===== src/inc/ips_pkg.sv =====
// Package for the phase-2 nibble sequencer: register map, nibble constants, timing.
// Assumes a 32-bit AXI4-Lite bus and a 25 MHz clock.
package ips_pkg;
  localparam int CLK_HZ = 25000000;
  localparam int SLOT_US = 228;
  localparam int SLOT_CYCLES = SLOT_US * (CLK_HZ / 1000000);
  localparam logic [7:0] OFF_CTRL = 8'h00;
  localparam logic [7:0] OFF_CFG_A = 8'h04;
  localparam logic [7:0] OFF_CFG_B = 8'h08;
  localparam logic [7:0] OFF_SERIAL = 8'h0C;
  localparam logic [7:0] OFF_MEAS = 8'h10;
  localparam logic [7:0] OFF_STATUS = 8'h14;
  localparam logic [7:0] OFF_WORD = 8'h18;
  localparam int CTRL_START = 0;
  localparam int CTRL_EXT = 1;
  localparam int CTRL_SYNC = 2;
  localparam int CTRL_OFS_OK = 3;
  localparam int CTRL_ST_OK = 4;
  localparam int CTRL_DIR = 5;
  localparam int CTRL_RANGE = 7;
  localparam logic [3:0] NIB_REV = 4'h4;
  localparam logic [3:0] NIB_CNT_HI = 4'h2;
  localparam logic [3:0] NIB_CNT_LO = 4'h0;
  localparam logic [3:0] NIB_TYPE_HI = 4'h0;
  localparam logic [3:0] NIB_TYPE_LO = 4'h1;
  localparam logic [3:0] NIB_RANGE_BASE = 4'h7;
  localparam logic [4:0] NIB_LAST = 5'h1F;
  localparam logic [3:0] REP_ASYNC = 4'h8;
  localparam logic [3:0] REP_SYNC = 4'h4;
  localparam logic [1:0] RESP_OKAY = 2'h0;
  localparam logic [1:0] RESP_SLVERR = 2'h2;
  typedef enum logic [1:0] {IPS_IDLE, IPS_ID, IPS_DATA} ips_state_e;
endpackage


===== src/logic/ips_phase2_seq.sv =====
// Phase-2 initialization nibble sequencer, 10-bit mode, with an AXI4-Lite register slave.
// Assumes synchronous inputs and that the frame encoder consumes one word per slot pulse.
// Summary of operation
// RULE1: Nibbles two and three carry block count 0010 then 0000.
// RULE2: First nibble, address 0000, carries protocol revision 0100.
// RULE3: Nibbles six and seven carry sensor type 0000 then 0001.
// RULE4: Nibble eight is axis code from two-bit direction setting, value shifted by two.
// RULE5: With extended enable, nibbles 27-31 carry offset and self-test slices in order.
// RULE6: With extended enable cleared, nibbles 27-32 are sent as 0000.
// RULE7: Offset or self-test nibbles are zero when those results are not ready.
// RULE8: Nibbles 15-18 carry Julian year, month, day from config seven and eight.
// RULE9: Each field repeats k times: 8 asynchronous, 4 synchronous.
// RULE10: Each repetition is two transmissions, identifier then data.
// RULE11: Maker code in nibbles 4-5, config two in 10-11, range code in 9.
// RULE12: Revision nibbles, config six low nibble, then serial bytes high nibble first.
//
// The implementer's own choices: the AXI4-Lite interface to the registers and the register addresses.
`timescale 1ns/10ps
module ips_phase2_seq
  import ips_pkg::*;
#(
  parameter int SLOT_LEN = SLOT_CYCLES,
  parameter logic [7:0] MAKER_CODE = 8'h5A, // Arbitrary value
  parameter logic [7:0] REV_CODE = 8'h11 // Arbitrary value
) (
  input wire logic aclk,
  input wire logic aresetn,
  input wire logic [31:0] s_axi_awaddr,
  input wire logic s_axi_awvalid,
  output logic s_axi_awready,
  input wire logic [31:0] s_axi_wdata,
  input wire logic [3:0] s_axi_wstrb,
  input wire logic s_axi_wvalid,
  output logic s_axi_wready,
  output logic [1:0] s_axi_bresp,
  output logic s_axi_bvalid,
  input wire logic s_axi_bready,
  input wire logic [31:0] s_axi_araddr,
  input wire logic s_axi_arvalid,
  output logic s_axi_arready,
  output logic [31:0] s_axi_rdata,
  output logic [1:0] s_axi_rresp,
  output logic s_axi_rvalid,
  input wire logic s_axi_rready,
  output logic [3:0] tx_nibble,
  output logic tx_is_data,
  output logic tx_strobe,
  output logic seq_busy
);
  // Registers
  logic [31:0] ctrl_reg, ctrl_next;
  logic [31:0] cfg_a_reg, cfg_a_next;
  logic [31:0] cfg_b_reg, cfg_b_next;
  logic [31:0] serial_reg, serial_next;
  logic [31:0] meas_reg, meas_next;
  logic aw_reg, aw_next, w_reg, w_next;
  logic [7:0] awaddr_reg, awaddr_next;
  logic [31:0] wdata_reg, wdata_next;
  logic [3:0] wstrb_reg, wstrb_next;
  logic bvalid_reg, bvalid_next;
  logic [1:0] bresp_reg, bresp_next;
  logic rvalid_reg, rvalid_next;
  logic [31:0] rdata_reg, rdata_next;
  logic [1:0] rresp_reg, rresp_next;
  logic start_pulse;
  // Sequencer state
  ips_state_e state_reg, state_next;
  logic [4:0] idx_reg, idx_next;
  logic [3:0] rep_reg, rep_next;
  logic [31:0] slot_reg, slot_next;
  logic [3:0] nib_reg, nib_next;
  logic isdat_reg, isdat_next;
  logic strobe_reg, strobe_next;
  logic [3:0] data_nib;
  logic [3:0] rep_k;
  logic ext_en, ofs_ok, st_ok;
  logic [9:0] offset_val, selftest_val;
  logic [7:0] cfg1, cfg2, cfg6, cfg7, cfg8;
  logic [6:0] j_year;
  logic [3:0] j_month, j_day;

  assign ext_en = ctrl_reg[CTRL_EXT];
  assign ofs_ok = ctrl_reg[CTRL_OFS_OK];
  assign st_ok = ctrl_reg[CTRL_ST_OK];
  assign cfg1 = cfg_a_reg[7:0];
  assign cfg2 = cfg_a_reg[15:8];
  assign cfg6 = cfg_a_reg[23:16];
  assign cfg7 = cfg_b_reg[7:0];
  assign cfg8 = cfg_b_reg[15:8];
  assign offset_val = meas_reg[9:0];
  assign selftest_val = meas_reg[25:16];
  // Julian form packed across config seven and eight
  assign j_year = cfg7[6:0];
  assign j_month = {cfg7[7], cfg8[7:5]};
  assign j_day = cfg8[3:0];
  assign rep_k = ctrl_reg[CTRL_SYNC] ? REP_SYNC : REP_ASYNC; // [RULE9]

  always_comb begin
    data_nib = 4'h0;
    case (idx_reg)
      5'h00: data_nib = NIB_REV; // [RULE2]
      5'h01: data_nib = NIB_CNT_HI; // [RULE1]
      5'h02: data_nib = NIB_CNT_LO; // [RULE1]
      5'h03: data_nib = MAKER_CODE[7:4]; // [RULE11]
      5'h04: data_nib = MAKER_CODE[3:0]; // [RULE11]
      5'h05: data_nib = NIB_TYPE_HI; // [RULE3]
      5'h06: data_nib = NIB_TYPE_LO; // [RULE3]
      5'h07: data_nib = {ctrl_reg[CTRL_DIR+1], ctrl_reg[CTRL_DIR], 2'b00}; // [RULE4]
      5'h08: data_nib = NIB_RANGE_BASE + {2'b00, ctrl_reg[CTRL_RANGE+1], ctrl_reg[CTRL_RANGE]}; // [RULE11]
      5'h09: data_nib = cfg2[7:4]; // [RULE11]
      5'h0A: data_nib = cfg2[3:0]; // [RULE11]
      5'h0B: data_nib = REV_CODE[7:4]; // [RULE12]
      5'h0C: data_nib = REV_CODE[3:0]; // [RULE12]
      5'h0D: data_nib = cfg6[3:0]; // [RULE12]
      5'h0E: data_nib = j_year[6:3]; // [RULE8]
      5'h0F: data_nib = {j_year[2:0], j_month[3]}; // [RULE8]
      5'h10: data_nib = {j_month[2:0], j_day[1]}; // [RULE8]
      5'h11: data_nib = j_day; // [RULE8]
      5'h12: data_nib = serial_reg[7:4]; // [RULE12]
      5'h13: data_nib = serial_reg[3:0];
      5'h14: data_nib = serial_reg[15:12];
      5'h15: data_nib = serial_reg[11:8];
      5'h16: data_nib = serial_reg[23:20];
      5'h17: data_nib = serial_reg[19:16];
      5'h18: data_nib = serial_reg[31:28];
      5'h19: data_nib = serial_reg[27:24];
      // Unfinished results read as zero [RULE5] [RULE6] [RULE7]
      5'h1A: data_nib = (ext_en && ofs_ok) ? offset_val[3:0] : 4'h0;
      5'h1B: data_nib = (ext_en && ofs_ok) ? offset_val[7:4] : 4'h0;
      5'h1C: data_nib = ext_en ? {st_ok ? selftest_val[1:0] : 2'b00, ofs_ok ? offset_val[9:8] : 2'b00} : 4'h0;
      5'h1D: data_nib = (ext_en && st_ok) ? selftest_val[5:2] : 4'h0;
      5'h1E: data_nib = (ext_en && st_ok) ? selftest_val[9:6] : 4'h0;
      5'h1F: data_nib = ext_en ? cfg1[7:4] : 4'h0; // [RULE6]
      default: data_nib = 4'h0;
    endcase
  end

  always_comb begin
    state_next = state_reg;
    idx_next = idx_reg;
    rep_next = rep_reg;
    slot_next = slot_reg;
    nib_next = nib_reg;
    isdat_next = isdat_reg;
    strobe_next = 1'b0;
    case (state_reg)
      IPS_IDLE: begin
        if (start_pulse) begin
          state_next = IPS_ID;
          idx_next = 5'h00;
          rep_next = 4'h0;
          slot_next = 32'h0;
        end
      end
      IPS_ID, IPS_DATA: begin
        if (slot_reg == 32'(SLOT_LEN - 1)) begin
          slot_next = 32'h0;
          strobe_next = 1'b1;
          if (state_reg == IPS_ID) begin
            nib_next = idx_reg[3:0]; // [RULE10]
            isdat_next = 1'b0;
            state_next = IPS_DATA;
          end else begin
            nib_next = data_nib; // [RULE10]
            isdat_next = 1'b1;
            state_next = IPS_ID;
            if (rep_reg == rep_k - 4'h1) begin // [RULE9]
              rep_next = 4'h0;
              if (idx_reg == NIB_LAST) begin
                state_next = IPS_IDLE;
              end else begin
                idx_next = idx_reg + 5'h01;
              end
            end else begin
              rep_next = rep_reg + 4'h1;
            end
          end
        end else begin
          slot_next = slot_reg + 32'h1;
        end
      end
      default: state_next = IPS_IDLE;
    endcase
  end

  always_ff @(posedge aclk) begin
    if (!aresetn) begin
      state_reg <= IPS_IDLE;
      idx_reg <= 5'h00;
      rep_reg <= 4'h0;
      slot_reg <= 32'h0;
      nib_reg <= 4'h0;
      isdat_reg <= 1'b0;
      strobe_reg <= 1'b0;
    end else begin
      state_reg <= state_next;
      idx_reg <= idx_next;
      rep_reg <= rep_next;
      slot_reg <= slot_next;
      nib_reg <= nib_next;
      isdat_reg <= isdat_next;
      strobe_reg <= strobe_next;
    end
  end

  assign tx_nibble = nib_reg;
  assign tx_is_data = isdat_reg;
  assign tx_strobe = strobe_reg;
  assign seq_busy = (state_reg != IPS_IDLE);

  // AXI4-Lite slave
  logic wr_fire, rd_fire;
  assign s_axi_awready = !aw_reg && !bvalid_reg;
  assign s_axi_wready = !w_reg && !bvalid_reg;
  assign s_axi_arready = !rvalid_reg;
  assign wr_fire = aw_reg && w_reg && !bvalid_reg;
  assign rd_fire = s_axi_arvalid && !rvalid_reg;
  assign start_pulse = wr_fire && (awaddr_reg == OFF_CTRL) && wstrb_reg[0] && wdata_reg[CTRL_START];

  function automatic logic [31:0] merge(input logic [31:0] old, input logic [31:0] nw, input logic [3:0] st);
    logic [31:0] r;
    r = old;
    for (int i = 0; i < 4; i++) begin
      if (st[i]) begin
        r[i*8 +: 8] = nw[i*8 +: 8];
      end
    end
    return r;
  endfunction

  always_comb begin
    aw_next = aw_reg;
    w_next = w_reg;
    awaddr_next = awaddr_reg;
    wdata_next = wdata_reg;
    wstrb_next = wstrb_reg;
    bvalid_next = bvalid_reg;
    bresp_next = bresp_reg;
    rvalid_next = rvalid_reg;
    rdata_next = rdata_reg;
    rresp_next = rresp_reg;
    ctrl_next = ctrl_reg;
    cfg_a_next = cfg_a_reg;
    cfg_b_next = cfg_b_reg;
    serial_next = serial_reg;
    meas_next = meas_reg;
    if (s_axi_awvalid && s_axi_awready) begin
      aw_next = 1'b1;
      awaddr_next = {s_axi_awaddr[7:2], 2'b00};
    end
    if (s_axi_wvalid && s_axi_wready) begin
      w_next = 1'b1;
      wdata_next = s_axi_wdata;
      wstrb_next = s_axi_wstrb;
    end
    if (wr_fire) begin
      aw_next = 1'b0;
      w_next = 1'b0;
      bvalid_next = 1'b1;
      bresp_next = RESP_OKAY;
      case (awaddr_reg)
        OFF_CTRL: ctrl_next = merge(ctrl_reg, wdata_reg, wstrb_reg) & 32'h0000_01FE;
        OFF_CFG_A: cfg_a_next = merge(cfg_a_reg, wdata_reg, wstrb_reg);
        OFF_CFG_B: cfg_b_next = merge(cfg_b_reg, wdata_reg, wstrb_reg);
        OFF_SERIAL: serial_next = merge(serial_reg, wdata_reg, wstrb_reg);
        OFF_MEAS: meas_next = merge(meas_reg, wdata_reg, wstrb_reg);
        default: bresp_next = RESP_SLVERR;
      endcase
    end else if (bvalid_reg && s_axi_bready) begin
      bvalid_next = 1'b0;
    end
    if (rd_fire) begin
      rvalid_next = 1'b1;
      rresp_next = RESP_OKAY;
      case ({s_axi_araddr[7:2], 2'b00})
        OFF_CTRL: rdata_next = ctrl_reg;
        OFF_CFG_A: rdata_next = cfg_a_reg;
        OFF_CFG_B: rdata_next = cfg_b_reg;
        OFF_SERIAL: rdata_next = serial_reg;
        OFF_MEAS: rdata_next = meas_reg;
        OFF_STATUS: rdata_next = {19'h0, rep_reg, idx_reg, 3'h0, seq_busy};
        OFF_WORD: rdata_next = {27'h0, isdat_reg, nib_reg};
        default: begin
          rdata_next = 32'h0;
          rresp_next = RESP_SLVERR;
        end
      endcase
    end else if (rvalid_reg && s_axi_rready) begin
      rvalid_next = 1'b0;
    end
  end

  always_ff @(posedge aclk) begin
    if (!aresetn) begin
      aw_reg <= 1'b0;
      w_reg <= 1'b0;
      awaddr_reg <= 8'h00;
      wdata_reg <= 32'h0;
      wstrb_reg <= 4'h0;
      bvalid_reg <= 1'b0;
      bresp_reg <= 2'h0;
      rvalid_reg <= 1'b0;
      rdata_reg <= 32'h0;
      rresp_reg <= 2'h0;
      ctrl_reg <= 32'h0;
      cfg_a_reg <= 32'h0;
      cfg_b_reg <= 32'h0;
      serial_reg <= 32'h0;
      meas_reg <= 32'h0;
    end else begin
      aw_reg <= aw_next;
      w_reg <= w_next;
      awaddr_reg <= awaddr_next;
      wdata_reg <= wdata_next;
      wstrb_reg <= wstrb_next;
      bvalid_reg <= bvalid_next;
      bresp_reg <= bresp_next;
      rvalid_reg <= rvalid_next;
      rdata_reg <= rdata_next;
      rresp_reg <= rresp_next;
      ctrl_reg <= ctrl_next;
      cfg_a_reg <= cfg_a_next;
      cfg_b_reg <= cfg_b_next;
      serial_reg <= serial_next;
      meas_reg <= meas_next;
    end
  end

  assign s_axi_bvalid = bvalid_reg;
  assign s_axi_bresp = bresp_reg;
  assign s_axi_rvalid = rvalid_reg;
  assign s_axi_rdata = rdata_reg;
  assign s_axi_rresp = rresp_reg;

  // Checks
  rev_nibble_a: assert property (@(posedge aclk) disable iff (!aresetn) // [RULE2]
    (tx_strobe && tx_is_data && $past(idx_reg) == 5'h00 && $past(state_reg) == IPS_DATA) |-> tx_nibble == 4'h4)
    else $error("revision nibble wrong");
  count_nibble_a: assert property (@(posedge aclk) disable iff (!aresetn) // [RULE1]
    (idx_reg == 5'h01) |-> data_nib == 4'h2)
    else $error("block count high wrong");
  count_low_a: assert property (@(posedge aclk) disable iff (!aresetn) // [RULE1]
    (idx_reg == 5'h02) |-> data_nib == 4'h0)
    else $error("block count low wrong");
  type_nibble_a: assert property (@(posedge aclk) disable iff (!aresetn) // [RULE3]
    (idx_reg == 5'h06) |-> data_nib == 4'h1)
    else $error("sensor type wrong");
  axis_code_a: assert property (@(posedge aclk) disable iff (!aresetn) // [RULE4]
    (idx_reg == 5'h07) |-> data_nib[1:0] == 2'b00)
    else $error("axis code low bits set");
  ext_zero_a: assert property (@(posedge aclk) disable iff (!aresetn) // [RULE6]
    (!ext_en && idx_reg >= 5'h1A) |-> data_nib == 4'h0)
    else $error("extended nibble not zero");
  st_zero_a: assert property (@(posedge aclk) disable iff (!aresetn) // [RULE7]
    (!st_ok && (idx_reg == 5'h1D || idx_reg == 5'h1E)) |-> data_nib == 4'h0)
    else $error("self-test sent before ready");
  // Slot lengths run far past a plain delay, so word spacing is counted here
  logic [31:0] gap_reg, gap_next;
  logic last_id_reg, last_id_next;
  always_comb begin
    gap_next = tx_strobe ? 32'h0 : gap_reg + 32'h1;
    last_id_next = tx_strobe ? !tx_is_data : last_id_reg;
  end
  always_ff @(posedge aclk) begin
    if (!aresetn) begin
      gap_reg <= 32'h0;
      last_id_reg <= 1'b0;
    end else begin
      gap_reg <= gap_next;
      last_id_reg <= last_id_next;
    end
  end
  id_then_data_a: assert property (@(posedge aclk) disable iff (!aresetn) // [RULE10]
    (tx_strobe && tx_is_data) |-> (last_id_reg && gap_reg == 32'(SLOT_LEN - 1)))
    else $error("data did not follow identifier");
  data_due_a: assert property (@(posedge aclk) disable iff (!aresetn) // [RULE10]
    last_id_reg |-> (gap_reg < 32'(SLOT_LEN)))
    else $error("data word overdue after identifier");
  rep_bound_a: assert property (@(posedge aclk) disable iff (!aresetn) // [RULE9]
    seq_busy |-> rep_reg < rep_k)
    else $error("repeat count overrun");
endmodule


===== config.mk =====
export PLATFORM = sky130hd
export DESIGN_NAME = ips_phase2_seq
export DESIGN_NICKNAME = d
export VERILOG_FILES = /design/src/inc/ips_pkg.sv /design/src/logic/ips_phase2_seq.sv
export SDC_FILE = /design/constraint.sdc
export NUM_CORES = 1
export LEC_CHECK = 0
export BUFFER_PORTS_ARGS = -buffer_cell sky130_fd_sc_hd__buf_4
export CELL_PAD_IN_SITES_DETAIL_PLACEMENT = 0
export CELL_PAD_IN_SITES_GLOBAL_PLACEMENT = 1
export CORE_AREA = 2 2 165 167
export CTS_CLUSTER_DIAMETER = 150
export DETAILED_ROUTE_END_ITERATION = 10
export DIE_AREA = 0 0 167 169
export PLACE_DENSITY_LB_ADDON = 0.15
export SETUP_SLACK_MARGIN = 0.1
export SKIP_LAST_GASP = 1
export SYNTH_ARGS = -nofsm -noshare
export SYNTH_HDL_FRONTEND = slang
export SYNTH_SLANG_ARGS = --single-unit

===== constraint.sdc =====
create_clock -name aclk -period 7.6 [get_ports aclk]
set_clock_uncertainty 0.15 [all_clocks]
set_input_delay 0.38 -clock aclk [delete_from_list [all_inputs] [get_ports aclk]]
set_output_delay 0.38 -clock aclk [all_outputs]
set_load 0.05 [all_outputs]

==> results.tsv <==
stage	metric	value	unit
run_status	outcome	finished clean	
synthesis	synthSimpleGateAreaFrac	23.9	%
synthesis	synth.most_common_cell	dfxtp_1	
cts	post_cts_buffers	0	
setup_path	crit_path_frequent_cell	inv_1	
cts	cts_buffers	28	
sta	max_slew_margin	15.5	%
synthesis	synth-edff-count	0	
global_routing	grt_pass1_vias	10240	
cells_and_area	fin_cells	1915	
power	powerDensity	211	nW/um2
job	drv_cap	0	
setup_path	critical_path_class	reg -> reg	
synthesis	yosysUniqueCellTypes	76	
synthesis	synth_mux_area_share	7.36	%
global_routing	grt_use_total	26.5	%
sta	setup_viol	0	
global_routing	grt_pass1_wl	59600	um
drt	viasPerCell	5.88	
drt	drt-initial-drc-count	1175	
global_routing	grt-ovfl-total	0	
synthesis	yosys-top-cells-count	dfxtp_1, nand2_1, nor2_1, a21oi_1, nand3_1	
floorplanning	initial_core_util	46.0	%
cts	clock_latency	540	ps
synthesis	synth-compound-area-share	17.8	%
sta	fin_crit_sh	42.4	%
synthesis	synth_area_leaders	dfxtp_1, mux2i_1, nand2_1	
cts	htree_levels	1	
worst_hold_path	hold_path_end	tx_nibble[3]	
place	placedCellCount	1820	
global_routing	antenna_found_initial	0	
floorplanning	die-height	169	um
sta	final-hold-violation-count	0	
place	numPortBuffers	100	
setup_path	timing.rr.start	state_reg[0]	
cells_and_area	final_nets	1675	
drt	vias	11255	
cts	clock_sinks	265	
sta	layout_min_cycle_time	3220	ps
cts	cts_resized	0	
synthesis	synthAdderAreaFrac	1.33	%
setup_path	rr_endpoint	slot_reg[5]	
setup_path	crit_path_top_delay_cell	nand2_1	
floorplanning	num_rows	60	
setup_path	rrSetupSlack	4380	ps
synthesis	async_flop_share	0	%
setup_path	critPathTopFamily	simple AND/OR/NAND/NOR gates	
drt	first_pass_iters	6	
synthesis	synth_top_family_by_area	simple AND/OR/NAND/NOR gates	
global_routing	grt_max_degree	77	
synthesis	syn_avg_cell_area	8.33	um2
cts	clockBufferDepth	3	
worst_hold_path	hold_class	in -> reg	
floorplanning	die_w	167	um
setup_path	critPathBufInv	2	
synthesis	syn-instance-count	1464	
sta	worst_slew_pin_slew	1260	ps
sta	max_freq	0.310	GHz
setup_path	worstPathArrival	3470	ps
cts	root_buffer	clkbuf_16	
drt	drc	0	
power	ir_drop	0.207	mV
synthesis	syn_area	12200	um2
synthesis	yosysSeqAreaShare	43.5	%
synthesis	yosys_warnings	0	
setup_path	crit_fanout	26	
cells_and_area	syn_to_final_growth	19.2	%
place	place.gp.congestion	0.932	
cts	path_clk_slew	60	ps
setup_path	crit_path_start_kind	flip-flop	
drt	wl_per_cell	20.1	um
floorplanning	boundaryPins	155	
floorplanning	coreArea	26500	um2
setup_path	cp-end-kind	flip-flop	
synthesis	synth_flop_cell	dfxtp_1	
setup_path	path_cells	inv_1 -> ha_1 -> inv_1 -> nor3_1 -> o21ai_0 -> nand2_1 -> nor2_1	
synthesis	synth_xor_area_share	1.94	%
drt	ant_nets	0	
synthesis	yosysTopAreaCellShare	43.5	%
sta	tns	0	ps
worst_hold_path	min_from	aresetn	
synthesis	synth_seq_cells	265	
setup_path	r2r.worst_path.cells	7	
setup_path	cp_slowest_stage_delay	720	ps
synthesis	synth.largest_area_cell	dfxtp_1	
power	cellLeakagePower	5.25	nW
sta	grt_setup_unrepaired	no	
cts	cts_tree	built	
cells_and_area	antenna_cells	0	
cells_and_area	drive_above_1_share	12.5	%
cts	hold_buffers	46	
floorplanning	die_area	28200	um2
setup_path	critical_path_required	7850	ps
sta	finalMaxSlewViolations	0	
drt	routed_wl	38400	um
place	dp_hpwl	25900	um
worst_hold_path	holdPathStages	3	
layout make-up:
type                            instances  area, um2
Sequential cell                       265       5310
Tap cell                              341        427
Multi-Input combinational cell       1074       6420
Fill cell                            2505      12000
Clock buffer                           43        878
Inverter                               25       98.8
Timing Repair Buffer                  161       1320
Clock inverter                          6       83.8
metal layers:
| layer | vias to the layer above | GRT usage, % | routed length, um |
|---|---|---|---|
| met3 | 60 | 4.75 | 3360 |
| met4 | 0 | 6.78 | 803 |
| met2 | 470 | 37.9 | 15800 |
| met1 | 5313 | 40.7 | 18500 |
| li1 | 5412 | - | - |
| met5 | - | 0 | 0 |
power breakdown:
group	internal [W]	switching, W
clock	0.000857	0.000561
combinational	0.0000739	0.000138
sequential	0.00141	0.0000311
total	0.00234	0.000730
worst max-delay path by stage:
stage	cells past startpoint	slack, ps	from	endpoint
2_1_floorplan	9	5070	idx_reg[3]	idx_reg[0]
3_3_place_gp	5	4490	awaddr_reg[7]	slot_reg[13]
3_5_place_dp	7	4420	state_reg[0]	slot_reg[5]
4_1_cts	7	4400	state_reg[0]	slot_reg[5]
5_1_grt	7	4050	state_reg[0]	slot_reg[7]
6_report	7	4380	state_reg[0]	slot_reg[5]
logic make-up after synthesis:
logic type	Yosys count
and+or+nand+nor	605
AOI/OAI and AO/OA	339
buffers and inverters	126
other	1
xor gates and xnor gates	27
DFF	265
adders and majority gates	13
muxes	88
per-stage QoR:
stage	instance area (um2)	util, %	setup WS [ps]	total power, W	hold WS (ps)
5_1_grt	14500	54.9	4050	0.00317	133
4_1_cts	14500	54.9	4400	0.00308	106
3_3_place_gp	13100	49.5	4490	0.00166	285
3_5_place_dp	13100	49.5	4420	0.00166	293
2_1_floorplan	12200	-	5070	0.00158	282
6_report	14500	54.9	4380	0.00307	116
placed cells by master, fill, tap and decap left out, types with 6 or more instances in the layout:
cell / n
dfxtp_1: 265
nand2_1: 214
nor2_1: 160
a21oi_1: 158
buf_4: 115
nand3_1: 93
mux2i_1: 84
a22oi_1: 70
dlygate4sd3_1: 46
o21ai_0: 29
clkbuf_16: 29
xnor2_1: 25
inv_1: 24
nor3_1: 22
nand4_1: 20
ha_1: 13
a221oi_1: 12
nor4_1: 10
clkbuf_8: 10
nand2b_1: 9
o22ai_1: 9
and2_1: 8
a211oi_1: 8
a222oi_1: 6
a32oi_1: 6
worst reg2reg max path, cell delays in order, from the launching register on:
cell and delay [ps]:
dfxtp_1 390, inv_1 60, ha_1 580, inv_1 290
nor3_1 590, o21ai_0 170, nand2_1 720, nor2_1 130
No activity file was read; power rests on OpenSTA's default activity.
